`src/pkg/alert_therm_consts.vh`:
```
// offsets, field positions, reset values and timing counts of the alert mask / thermal timer bank
`ifndef ALERT_THERM_CONSTS_VH
`define ALERT_THERM_CONSTS_VH
`define OFS_ALERT_MASK_SECOND   8'h75
`define OFS_LOW_BITS_VOLTAGES   8'h76
`define OFS_LOW_BITS_TEMPS_12V  8'h77
`define OFS_CONFIG_THIRD        8'h78
`define OFS_THERMAL_FLAG_STATUS 8'h79
`define RST_ALERT_MASK_SECOND   8'h00
`define RST_CONFIG_THIRD        8'h00
`define RST_THERMAL_FLAG_STATUS 8'h00
`define BIT_TWELVE_VOLT_MASK    0
`define BIT_OVERTEMP_MASK       1
`define BIT_FAN1_MASK           2
`define BIT_FAN4_OR_TIMER_MASK  5
`define BIT_DIODE_ONE_MASK      6
`define BIT_DIODE_TWO_MASK      7
`define BIT_ALERT_PIN_SEL       0
`define BIT_FLAG_MONITOR        1
`define BIT_FULL_SPEED_ON_FLAG  2
`define BIT_FAST_SPEED          3
`define BIT_CONT_SPEED_CH1      4
`define CLK_HZ                  25000000
`define TIMER_STEP_US           22760
`define TIMER_STEP_CYCLES       ((`TIMER_STEP_US * 25) )
`endif

```
`src/logic/step_divider.v`:
```
// free-running divider producing a one-cycle enable every step
`timescale 1ns/10ps
`default_nettype none
module step_divider #(
  parameter integer STEP_CYCLES = 569000
) (
  // clock and reset
  input  wire        core_clk,
  input  wire        resetn,
  // control
  input  wire        restart,
  output reg         step
);
  reg [31:0] count;

  // restart aligns the first step to the start of an assertion
  always @(posedge core_clk) begin
    if (!resetn || restart) begin
      count <= 32'h00000000;
      step  <= 1'b0;
    end else if (count == STEP_CYCLES - 1) begin
      count <= 32'h00000000;
      step  <= 1'b1;
    end else begin
      count <= count + 32'h00000001;
      step  <= 1'b0;
    end
  end
endmodule
`default_nettype wire

```
`src/logic/alert_mask_therm_timer_regs.v`:
```
// register bank: second alert mask, low-bit readings, third config, thermal-flag timer
// Function
// - mask bit 0 blocks the alert for 12 V out-of-limit events
// - mask bit 1 is read-only and blocks overtemperature flag alerts
// - mask bits 2..4 block fan 1..3 fault alerts
// - mask bit 5 blocks fan 4 fault, or timer event when fan4 input is flag
// - mask bits 6,7 block diode fault alerts on remote 1 and 2
// - second mask register resets to zero
// - voltages low-bit register packs 2.5 V, core, supply, 5 V low bits
// - temps low-bit register packs 12 V, remote 1, local, remote 2 low bits
// - reading a low-bit register freezes it and its high registers until read
// - config bit 0 turns fan drive two pin into the alert output
// - config bit 1 enables flag monitoring on the selected pin
// - config bit 2 drives all fans full speed while flag asserted
// - config bit 3 selects 250 ms speed measurement period
// - config bits 4..7 make speed channels 1..4 measure continuously
// - lock bit makes third config register read-only
// - status bit 0 sets on flag assertion; a read clears it only if the flag is no longer asserted
// - upper status bits read zero until assertion exceeds 45.52 ms
// - after 45.52 ms status becomes 8-bit count, 22.76 ms steps
// - flag pin select routes the 5 V pin as the thermal flag
`include "alert_therm_consts.vh"
`timescale 1ns/10ps
`default_nettype none
module alert_mask_therm_timer_regs #(
  parameter integer STEP_CYCLES = `TIMER_STEP_CYCLES
) (
  // clock and reset
  input  wire        core_clk,
  input  wire        resetn,
  // register access from the serial interface logic
  input  wire [7:0]  reg_addr,
  input  wire        reg_wr,
  input  wire        reg_rd,
  input  wire [7:0]  reg_wdata,
  output reg  [7:0]  reg_rdata,
  output wire        hit,
  // other configuration held elsewhere
  input  wire        config_lock,
  input  wire        flag_pin_select,
  input  wire        overtemp_mask_in,
  // 10-bit results, live
  input  wire [9:0]  res_2v5,
  input  wire [9:0]  res_core,
  input  wire [9:0]  res_supply,
  input  wire [9:0]  res_5v,
  input  wire [9:0]  res_12v,
  input  wire [9:0]  res_remote1,
  input  wire [9:0]  res_local,
  input  wire [9:0]  res_remote2,
  // high-byte register reads reported by the bank that holds them
  input  wire [7:0]  high_read,
  output reg  [7:0]  high_freeze,
  output reg  [79:0] frozen_res,
  // pins
  input  wire        fan4_speed_input,
  input  wire        five_volt_pin,
  // event sources
  input  wire        ev_12v,
  input  wire        ev_fan1,
  input  wire        ev_fan2,
  input  wire        ev_fan3,
  input  wire        ev_fan4,
  input  wire        ev_timer,
  input  wire        ev_diode1,
  input  wire        ev_diode2,
  // outputs to the rest of the chip
  output wire [7:0]  alert_sources,
  output wire        alert_on_fan_drive_two_pin,
  output wire        full_speed_all,
  output wire        fast_speed,
  output wire [3:0]  continuous_speed,
  output wire        flag_active
);
  reg  [7:0] alert_mask_second;
  reg  [7:0] config_third;
  reg  [7:0] elapsed_steps;
  reg        assert_seen_bit;
  reg        over_threshold;
  reg  [1:0] phase;
  reg  [1:0] next_phase;
  reg  [1:0] sync_five;
  reg  [1:0] sync_fan4;
  reg        flag_q;
  reg  [79:0] live_snapshot;
  wire [79:0] live_res;
  wire       sel_mask;
  wire       sel_volt;
  wire       sel_temp;
  wire       sel_cfg;
  wire       sel_stat;
  wire       raw_flag;
  wire       step;
  wire       flag_rise;
  wire [7:0] events;
  wire [7:0] volt_low;
  wire [7:0] temp_low;
  wire [7:0] status_view;
  wire [6:0] assert_time_count;
  wire       count_step;
  wire       long_step;

  // assertion phases: idle, first step pending, second step pending, long
  localparam [1:0] PH_IDLE   = 2'b00;
  localparam [1:0] PH_FIRST  = 2'b01;
  localparam [1:0] PH_SECOND = 2'b10;
  localparam [1:0] PH_LONG   = 2'b11;

  // ------------------------------------------------------------
  // address decode
  // ------------------------------------------------------------
  assign sel_mask = (reg_addr == `OFS_ALERT_MASK_SECOND);
  assign sel_volt = (reg_addr == `OFS_LOW_BITS_VOLTAGES);
  assign sel_temp = (reg_addr == `OFS_LOW_BITS_TEMPS_12V);
  assign sel_cfg  = (reg_addr == `OFS_CONFIG_THIRD);
  assign sel_stat = (reg_addr == `OFS_THERMAL_FLAG_STATUS);
  assign hit      = sel_mask | sel_volt | sel_temp | sel_cfg | sel_stat;

  // ------------------------------------------------------------
  // flag input synchronisers
  // ------------------------------------------------------------
  // both candidate pins are synchronised so a change of select never glitches
  always @(posedge core_clk) begin
    if (!resetn) begin
      sync_five <= 2'b11;
      sync_fan4 <= 2'b11;
      flag_q    <= 1'b0;
    end else begin
      sync_five <= {sync_five[0], five_volt_pin};
      sync_fan4 <= {sync_fan4[0], fan4_speed_input};
      flag_q    <= raw_flag;
    end
  end

  // flag is active low on the pin
  // monitoring off forces it inactive, so a pin used as a plain input
  // never starts the timer or raises an alert
  assign raw_flag    = config_third[`BIT_FLAG_MONITOR] &
                       ~(flag_pin_select ? sync_five[1] : sync_fan4[1]);
  assign flag_rise   = raw_flag & ~flag_q;
  assign flag_active = raw_flag;

  // ------------------------------------------------------------
  // alert mask register
  // ------------------------------------------------------------
  // overtemp bit is fed from outside since software cannot write it
  always @(posedge core_clk) begin
    if (!resetn) begin
      alert_mask_second <= `RST_ALERT_MASK_SECOND;
    end else if (reg_wr && sel_mask) begin
      alert_mask_second <= reg_wdata;
    end
  end

  // events gated by the mask; bit 5 follows the pin use of the fan4 input
  assign events = {ev_diode2, ev_diode1,
                   (config_third[`BIT_FLAG_MONITOR] && !flag_pin_select) ? ev_timer : ev_fan4,
                   ev_fan3, ev_fan2, ev_fan1, raw_flag, ev_12v};
  assign alert_sources[`BIT_TWELVE_VOLT_MASK] =
    events[0] & ~alert_mask_second[`BIT_TWELVE_VOLT_MASK];
  assign alert_sources[`BIT_OVERTEMP_MASK] = events[1] & ~overtemp_mask_in;
  assign alert_sources[4:2] = events[4:2] & ~alert_mask_second[4:2];
  assign alert_sources[`BIT_FAN4_OR_TIMER_MASK] =
    events[5] & ~alert_mask_second[`BIT_FAN4_OR_TIMER_MASK];
  assign alert_sources[7:6] = events[7:6] & ~alert_mask_second[7:6];

  // ------------------------------------------------------------
  // third configuration register
  // ------------------------------------------------------------
  always @(posedge core_clk) begin
    if (!resetn) begin
      config_third <= `RST_CONFIG_THIRD;
    end else if (reg_wr && sel_cfg && !config_lock) begin
      config_third <= reg_wdata;
    end
  end

  assign alert_on_fan_drive_two_pin = config_third[`BIT_ALERT_PIN_SEL];
  assign full_speed_all   = config_third[`BIT_FULL_SPEED_ON_FLAG] & raw_flag;
  assign fast_speed       = config_third[`BIT_FAST_SPEED];
  assign continuous_speed = config_third[7:4];

  // ------------------------------------------------------------
  // low-bit freeze
  // ------------------------------------------------------------
  assign live_res = {res_remote2, res_local, res_remote1, res_12v,
                     res_5v, res_supply, res_core, res_2v5};

  // a low-bit read freezes its four channels until each high byte is read;
  // high_freeze bit n stays up until high_read[n]
  // limitation: a second low-bit read while frozen keeps the first capture,
  // so low and high halves still come from the same conversion
  genvar g;
  generate
    for (g = 0; g < 8; g = g + 1) begin : g_freeze
      always @(posedge core_clk) begin
        if (!resetn) begin
          high_freeze[g]            <= 1'b0;
          frozen_res[g*10 +: 10]    <= 10'h000;
        end else if (reg_rd && ((g < 4) ? sel_volt : sel_temp)) begin
          high_freeze[g]            <= 1'b1;
          frozen_res[g*10 +: 10]    <= high_freeze[g] ? frozen_res[g*10 +: 10]
                                                      : live_res[g*10 +: 10];
        end else if (high_read[g]) begin
          high_freeze[g]            <= 1'b0;
        end else if (!high_freeze[g]) begin
          frozen_res[g*10 +: 10]    <= live_res[g*10 +: 10];
        end
      end
    end
  endgenerate

  // low bits returned; a frozen channel returns its captured value
  always @* begin
    live_snapshot = live_res;
  end
  generate
    for (g = 0; g < 4; g = g + 1) begin : g_low
      assign volt_low[g*2 +: 2] = high_freeze[g] ? frozen_res[g*10 +: 2]
                                                 : live_snapshot[g*10 +: 2];
      assign temp_low[g*2 +: 2] = high_freeze[g+4] ? frozen_res[(g+4)*10 +: 2]
                                                   : live_snapshot[(g+4)*10 +: 2];
    end
  endgenerate

  // ------------------------------------------------------------
  // thermal-flag timer
  // ------------------------------------------------------------
  // one step pulse every 22.76 ms; restarting on a rising flag puts the
  // first step a full period after the assertion began
  step_divider #(
    .STEP_CYCLES (STEP_CYCLES)
  ) u_step (
    .core_clk (core_clk),
    .resetn   (resetn),
    .restart  (flag_rise),
    .step     (step)
  );

  // ------------------------------------------------------------
  // assertion phase
  // ------------------------------------------------------------
  // the count view opens only when one assertion outlasts two steps
  // (45.52 ms); short pulses that add up never open it on their own
  always @(posedge core_clk) begin
    if (!resetn) begin
      phase <= PH_IDLE;
    end else begin
      phase <= next_phase;
    end
  end

  // a released flag always returns to idle, whatever step is pending
  always @* begin
    next_phase = phase;
    case (phase)
      PH_IDLE: begin
        if (flag_rise) begin
          next_phase = PH_FIRST;
        end
      end
      PH_FIRST: begin
        if (!raw_flag) begin
          next_phase = PH_IDLE;
        end else if (step) begin
          next_phase = PH_SECOND;
        end
      end
      PH_SECOND: begin
        if (!raw_flag) begin
          next_phase = PH_IDLE;
        end else if (step) begin
          next_phase = PH_LONG;
        end
      end
      PH_LONG: begin
        if (!raw_flag) begin
          next_phase = PH_IDLE;
        end
      end
      default: begin
        next_phase = PH_IDLE;
      end
    endcase
  end

  // ------------------------------------------------------------
  // status and elapsed-time count
  // ------------------------------------------------------------
  // steps are counted only while the flag is asserted
  assign count_step = raw_flag & step;
  // a step that takes one assertion past two steps opens the count view
  assign long_step  = count_step & ((phase == PH_SECOND) | (phase == PH_LONG));

  // the count accumulates over assertions until read; a read clears it but
  // an event in the same cycle still lands, so no assertion is ever lost
  always @(posedge core_clk) begin
    if (!resetn) begin
      assert_seen_bit <= 1'b0;
      elapsed_steps   <= 8'h00;
      over_threshold  <= 1'b0;
    end else if (reg_rd && sel_stat) begin
      assert_seen_bit <= raw_flag;
      elapsed_steps   <= {7'h00, count_step};
      over_threshold  <= long_step;
    end else begin
      if (flag_rise) begin
        assert_seen_bit <= 1'b1;
      end
      // saturate: a flag held past the range keeps reading all ones
      if (count_step && (elapsed_steps != 8'hFF)) begin
        elapsed_steps <= elapsed_steps + 8'h01;
      end
      if (long_step) begin
        over_threshold <= 1'b1;
      end
    end
  end

  // below threshold only the seen bit is visible; past it bit 0 is the
  // low bit of the elapsed count
  assign assert_time_count = elapsed_steps[7:1];
  assign status_view = over_threshold ? {assert_time_count, elapsed_steps[0]}
                                      : {7'h00, assert_seen_bit};

  // ------------------------------------------------------------
  // read data
  // ------------------------------------------------------------
  // registered read data; unmapped addresses return zero so the serial
  // side can merge several banks without a decode of its own
  always @(posedge core_clk) begin
    if (!resetn) begin
      reg_rdata <= 8'h00;
    end else if (reg_rd) begin
      case (1'b1)
        sel_mask: reg_rdata <= {alert_mask_second[7:2], overtemp_mask_in,
                                alert_mask_second[0]};
        sel_volt: reg_rdata <= volt_low;
        sel_temp: reg_rdata <= temp_low;
        sel_cfg:  reg_rdata <= config_third;
        sel_stat: reg_rdata <= status_view;
        default:  reg_rdata <= 8'h00;
      endcase
    end
  end
endmodule
`default_nettype wire

```
`config.mk`:
```
export PLATFORM = sky130hd
export DESIGN_NAME = alert_mask_therm_timer_regs
export DESIGN_NICKNAME = d
export VERILOG_FILES = /design/src/logic/step_divider.v /design/src/logic/alert_mask_therm_timer_regs.v
export VERILOG_INCLUDE_DIRS = /design/src /design/src/pkg
export SDC_FILE = /design/constraint.sdc
export NUM_CORES = 1
export LEC_CHECK = 0
export BUFFER_PORTS_ARGS = -buffer_cell sky130_fd_sc_hd__buf_2
export CAP_MARGIN = 20
export CORE_ASPECT_RATIO = 0.75
export CORE_MARGIN = 5
export CORE_UTILIZATION = 45
export DETAILED_ROUTE_END_ITERATION = 16
export PLACE_DENSITY = 0.73
export SKIP_LAST_GASP = 1
export SLEW_MARGIN = 20
export SYNTH_ARGS = -nofsm -noshare
export SYNTH_HDL_FRONTEND = slang
export SYNTH_SLANG_ARGS = --single-unit
```
`constraint.sdc`:
```
create_clock -name core_clk -period 1.9 [get_ports core_clk]
set_input_delay 0.38 -clock core_clk [delete_from_list [all_inputs] [get_ports core_clk]]
set_output_delay 0.38 -clock core_clk [all_outputs]
set_load 0.02 [all_outputs]
```
== Yosys cells after proc, flatten, opt, wreduce, memory -nomap -nowiden ==
Cells that the tools add are included.

* Muxes and demuxes: 70
* Bitwise logic cells: 23
* Equality and inequality tests: 22
* Reductions and logical operators: 27
* Add/sub/neg operators: 2

{| class="wikitable"
|+ Operator list
! kind !! number
|-
| $mux 10 || 24
|-
| $mux 8 || 6
|-
| $eq 8x7->1 const B || 5
|-
| $add 32x1->32 const B || 1
|-
| $eq 32x20->1 const B || 1
|-
| $mux 2 || 14
|-
| $mux 1 || 25
|-
| $reduce_bool 2->1 || 11
|-
| $ne 2x1->1 const B || 9
|-
| $add 8x1->8 const B || 1
|-
| $and 1x1->1 || 8
|-
| $logic_and 1x1->1 || 8
|-
| $ne 8x8->1 const B || 1
|-
| $pmux 2 s4 || 1
|-
| $ne 3x2->1 const B || 2
|-
| $not 1->1 || 6
|-
| $or 1x1->1 || 5
|-
| $eq 2x2->1 const B || 2
|-
| $reduce_and 4->1 || 1
|-
| $reduce_or 2->1 || 2
|-
| $and 3x3->3 || 1
|-
| $logic_not 1->1 || 3
|-
| $not 3->3 || 1
|-
| $and 2x2->2 || 1
|-
| other kinds (5) || 5
|}

* Register bits: 162
* Word-level logic and storage cells: 173
* Output and inout bits: 113
* Bits of input ports: 121

== Depth between registers and ports, before layout ==
* Word-level depth: 7
* Depth in mapped cells: 8

== By module ==
A second synthesis with hierarchy kept.

* Cell total of the unflattened synthesis: 845
* Area total of the unflattened synthesis: 7,328.3 µm²

{| class="wikitable"
|+ Modules (own cells, without submodules)
! module !! instances !! cells each !! seq. area each (µm²) !! area an instance (µm²)
|-
| alert_mask_therm_timer_regs || 1 || 659 || 2,562.5 || 5,718.0
|-
| step_divider || 1 || 186 || 660.6 || 1,610.3
|}

== Least setup slack after synthesis ==
No wires, ideal clock.

* Kind: input-to-output
* Start: input port reg_addr[1]
* End: output port hit
* Buffers on the path: 0
* Path slack: 179 ps
* Data arrival time: 1,341 ps
* Cell stages on the path: 2
* Path through: or3b_1 > a21boi_0

* Cells in the longest elaborated chain, start to end: 5
* Elaborated cells on any way between the ends: 9

{| class="wikitable"
|+ Ends and longest elaborated chain
! what !! line !! RTL
|-
| start, declared || alert_mask_therm_timer_regs.v:32 || <nowiki>input wire [7:0] reg_addr,</nowiki>
|-
| $eq 8x7->1 (no source line) || n/a ||
|-
| $or 1x1->1 (3 in series) || alert_mask_therm_timer_regs.v:117 || <nowiki>assign hit = sel_mask | sel_volt | sel_temp | sel_cfg | sel_stat;</nowiki>
|-
| $or 1x1->1 * || alert_mask_therm_timer_regs.v:117 ||
|-
| end, declared || alert_mask_therm_timer_regs.v:37 || <nowiki>output wire hit,</nowiki>
|}

Every way passes the cells marked *; elsewhere a longest branch is shown, timed or not.

== Worst setup path after layout ==
* Start: register sync_five[1]
* End: output port alert_sources[1]

* Cells in the longest elaborated chain, start to end: 4

{| class="wikitable"
|+ Ends and longest elaborated chain
! what !! line !! RTL
|-
| start, declared || alert_mask_therm_timer_regs.v:82 || <nowiki>reg [1:0] sync_five;</nowiki>
|-
| start signal, assigned || alert_mask_therm_timer_regs.v:129 || <nowiki>sync_five <= {sync_five[0], five_volt_pin};</nowiki>
|-
| $mux 1 || alert_mask_therm_timer_regs.v:139 || <nowiki>~(flag_pin_select ? sync_five[1] : sync_fan4[1]);</nowiki>
|-
| $not 1->1 || alert_mask_therm_timer_regs.v:139 ||
|-
| $and 1x1->1 || alert_mask_therm_timer_regs.v:138 || <nowiki>assign raw_flag = config_third[`BIT_FLAG_MONITOR] &</nowiki>
|-
| $and 1x1->1 || alert_mask_therm_timer_regs.v:161 || <nowiki>assign alert_sources[`BIT_OVERTEMP_MASK] = events[1] & ~overtemp_mask_in;</nowiki>
|-
| end, declared || alert_mask_therm_timer_regs.v:68 || <nowiki>output wire [7:0] alert_sources,</nowiki>
|}

No other way between the ends.

==> metrics.log <==
[metrics] run status: complete, no violations
[metrics] antenna-violating nets left: 0
[metrics] most used cells in the layout excluding fill and tap cells: 232 x sky130_fd_sc_hd__buf_2, 160 x sky130_fd_sc_hd__dfxtp_1, 107 x sky130_fd_sc_hd__nand2_1, 96 x sky130_fd_sc_hd__nand3_1, 83 x sky130_fd_sc_hd__o21ai_0
[metrics] total negative slack for setup checks: 0 ps
[metrics] gate count after technology mapping: roughly 840
[metrics] Clock Sink Count: 161
[metrics] highest clock rate: about 570 MHz
[metrics] Critical Path RT: between 1500 and 2000 ps
[metrics] clock transition at the registers of the reported paths: ~60 ps
[metrics] TritonCTS clock tree: built
[metrics] highest cell delay on the worst timing path: 310 ps
[metrics] height of the chip: 118.7 µm
[metrics] Syn-to-layout area delta: 28.46%
[metrics] root buffer selected by CTS: sky130_fd_sc_hd__clkbuf_16
[metrics] worst hold slack after final layout: ~150 ps
[metrics] layout cells sized above 1: between 20 and 30%
[metrics] effective utilization at floorplan: about 46%
[metrics] I/O Buffers: 233
[metrics] library cells used by synthesis: just over 50
[metrics] number of maximum-capacitance violations: 0
[metrics] proportion of synthesized flip-flops having asynchronous set or reset: 0%
[metrics] Post-synth top flop: sky130_fd_sc_hd__dfxtp_1
[metrics] average vias per placed instance: 5.155
[metrics] IR drop worst, VDD: around 0.6 mV
[metrics] R2R Path End: u_step.count[9]$_SDFF_PP0_
[metrics] I/O pin total: 234
[metrics] static power due to leakage: between 3 and 4 nW
[metrics] first-pass GRT wire length: ~32,000 µm
[metrics] global placer's final weighted congestion: between 0.8 and 0.9
[metrics] Pwr per Cell Area: 846.7 mW/mm²
[metrics] leading cell type in the layout, fill and taps excluded: sky130_fd_sc_hd__buf_2
[metrics] remaining max-slew budget at the tightest pin: 68.34%
[metrics] placement row count: 39
[metrics] beginning of the worst register-to-register path: u_step.count[29]$_SDFF_PP0_
[metrics] top fanout value on the critical path: 5
[metrics] Hold Path Sink: sync_five[0]$_SDFF_PN1_
[metrics] Layout fillers: 1,395
[metrics] largest net degree at the start of global routing: 94
[metrics] number of DRC markers in iteration 0: between 500 and 600
[metrics] sort of element at the start of the critical path: flop
[metrics] via total after detailed routing: 6,609
[metrics] final net count: ~1,200
[metrics] clock latency on the worst-skew pair: ~420 ps
[metrics] Max Clock Skew: approximately 6.3 ps
[metrics] period utilisation layout: 92.54%
[metrics] Slowest cell on crit path: sky130_fd_sc_hd__dfxtp_1
[metrics] overall routed net length: around 20,000 µm
[metrics] buffer levels on the longest clock path: 2
[metrics] Congestion Overflow GR: 0
[metrics] GRT Total Usage: 21.29%
[metrics] number of synthesized register bits: between 150 and 200
[metrics] Register-to-Register Setup Slack: roughly 160 ps
[metrics] CTS buffer count: 17
[metrics] full die area: roughly 0.018 mm²
[metrics] critical path data arrival time: 1380 ps
[metrics] level count of the clock H-tree: 4
[metrics] category of the worst setup path capture point: output port
[metrics] proportion of synthesized chip area in sequential cells: a little under half
[metrics] post-detailed-route DRC marker count: 0
[metrics] netlist area before placement: approximately 0.0071 mm²
[metrics] average cell area after synthesis: ~8.4 µm²
[metrics] Post-DP HPWL: approximately 15,000 µm
[metrics] launch point of the worst hold path: five_volt_pin
[metrics] WL per Instance: 15.62 µm
[metrics] Min Clock Period, post-route: 1758 ps
[metrics] Least-Margin Pin Slew: ~460 ps
[metrics] final count of hold timing violations: 0
[metrics] vias in the first global route: 5,993
[metrics] DR pass1 iterations: 5
[metrics] cell-by-cell listing of the critical path: mux2i_2, nand2_2, nor2_1, buf_2
[metrics] setup fix buffers added after clock tree synthesis: 0
[metrics] type of the most critical hold path: in2reg
[metrics] net count after synthesis: roughly 970
[metrics] post-cts repair resize count: 0
[metrics] Core Region: 0.01532 mm²
[metrics] number of buffers inserted by hold repair at cts: 0
[metrics] crit path kind: reg2out
[metrics] total count of max-transition violations in the final report: 0
[metrics] antenna violations before repair: 1
[metrics] Post-synth EDFFs: 0
[metrics] Hold Path Depth: 2
[metrics] warnings from Yosys: 0
[metrics] path depth of the worst reg2reg path: 6
[metrics] unrepaired setup endpoints after global routing: false
[metrics] final-report setup violation count: 0
[metrics] die outline width: approximately 150 µm
==> cell usage after synthesis, types with 5 or more instances <==
master / n / area, µm²
sky130_fd_sc_hd__dfxtp_1: 161 / 3223
sky130_fd_sc_hd__nand2_1: 108 / 405.4
sky130_fd_sc_hd__nand3_1: 96 / 480.5
sky130_fd_sc_hd__o21ai_0: 83 / 415.4
sky130_fd_sc_hd__nor2_1: 58 / 217.7
sky130_fd_sc_hd__mux2i_1: 33 / 330.3
sky130_fd_sc_hd__a21oi_1: 29 / 145.1
sky130_fd_sc_hd__clkbuf_1: 28 / 105.1
sky130_fd_sc_hd__nor2b_1: 28 / 175.2
sky130_fd_sc_hd__xor2_1: 24 / 210.2
sky130_fd_sc_hd__buf_2: 20 / 100.1
sky130_fd_sc_hd__nor3_1: 18 / 90.09
sky130_fd_sc_hd__nand2b_1: 16 / 100.1
sky130_fd_sc_hd__inv_1: 13 / 48.80
sky130_fd_sc_hd__nand4_1: 13 / 81.33
sky130_fd_sc_hd__and3_1: 12 / 75.07
sky130_fd_sc_hd__a21boi_0: 9 / 67.56
sky130_fd_sc_hd__o21a_1: 9 / 67.56
sky130_fd_sc_hd__a221oi_1: 7 / 61.31
sky130_fd_sc_hd__buf_4: 7 / 52.55
sky130_fd_sc_hd__o2bb2ai_1: 7 / 61.31
sky130_fd_sc_hd__xnor2_1: 7 / 61.31
sky130_fd_sc_hd__clkbuf_2: 5 / 25.02
sky130_fd_sc_hd__o21ai_1: 5 / 25.02
sky130_fd_sc_hd__or3_1: 5 / 31.28
==> routing by layer <==
metal	track usage [%]	vias to the layer above	part of all wire (%)	wire length (µm)
met1	29.24	2993	46	9149
met4	4.854	0	1.0	206
li1	-	3357	-	-
met5	0	-	0	0
met2	32.19	241	44	8849
met3	7.636	18	9.1	1813
==> kinds of logic (layout without fill, tap and decap cells) <==
kind of cell	count (synthesis)	after routing	synth area share, %
AO/OA/AOI/OAI	158	158	12.85
XOR/XNOR	31	31	3.831
adder cells (fa/ha/maj)	2	2	0.3530
buffers and inverters	75	307	4.890
flip-flops	161	161	45.47
multiplexers	35	35	4.978
other	0	1	0
AND/OR/NAND/NOR	382	382	27.63
==> per-stage QoR <==
step	area (µm²)	power [W]	cells	util (%)	setup slack (ps)
2_1_floorplan	7088	0.004077	844	-	178.8
3_3_place_gp	8518	0.004438	1251	55.59	73.68
3_5_place_dp	8518	0.004450	1251	55.59	18.53
4_1_cts	9095	0.007785	1281	59.36	30.26
5_1_grt	9105	0.008037	1282	59.42	11.39
6_report	9105	0.007709	1282	59.42	141.7
==> worst max-delay path, delay by kind of cell (launching register included) <==
family | cells | cell delay [ps]
flops | 1 | 310
simple gates | 2 | 240
mux | 1 | 250
buf+inv | 1 | 170
==> layout make-up <==
cell class | count | area (µm²) | share of cell area (%)
multi-input cells | 608 | 3528 | 38.75
flip-flops and latches | 161 | 3224 | 35.41
repair buffers | 264 | 1468 | 16.12
clock buffers | 18 | 439.2 | 4.823
well taps | 205 | 256.5 | 2.817
clock inverters | 12 | 137.6 | 1.512
inverters | 13 | 48.80 | 0.5359
diodes | 1 | 2.502 | 0.02748
==> power by group <==
| group | switching (W) | internal (W) |
|---|---|---|
| clock network | 0.00137 | 0.00196 |
| registers | 0.0000637 | 0.00349 |
| logic | 0.000495 | 0.000321 |
==> state kept, by name (all words and copies together) (netlist names), 2 cells and up <==
register	flops
frozen_res	80
u_step.count	32
config_third	8
elapsed_steps	8
high_freeze	8
reg_rdata	8
alert_mask_second	7
phase	2
sync_fan4	2
sync_five	2
==> worst max-delay path by stage <==
stage | start | to | slack (ps)
floorplan | reg_addr[1] | hit | 180
detailed placement | reg_addr[7] | frozen_res[36]$_SDFFE_PN0P_ | 20
global route | sync_five[1]$_SDFF_PN1_ | alert_sources[1] | 10
finish | sync_five[1]$_SDFF_PN1_ | alert_sources[1] | 140
CTS | sync_five[1]$_SDFF_PN1_ | alert_sources[1] | 30
global placement | reg_addr[1] | config_third[5]$_SDFFE_PN0P_ | 70
Note: power is estimated with default switching activity, not from simulation.
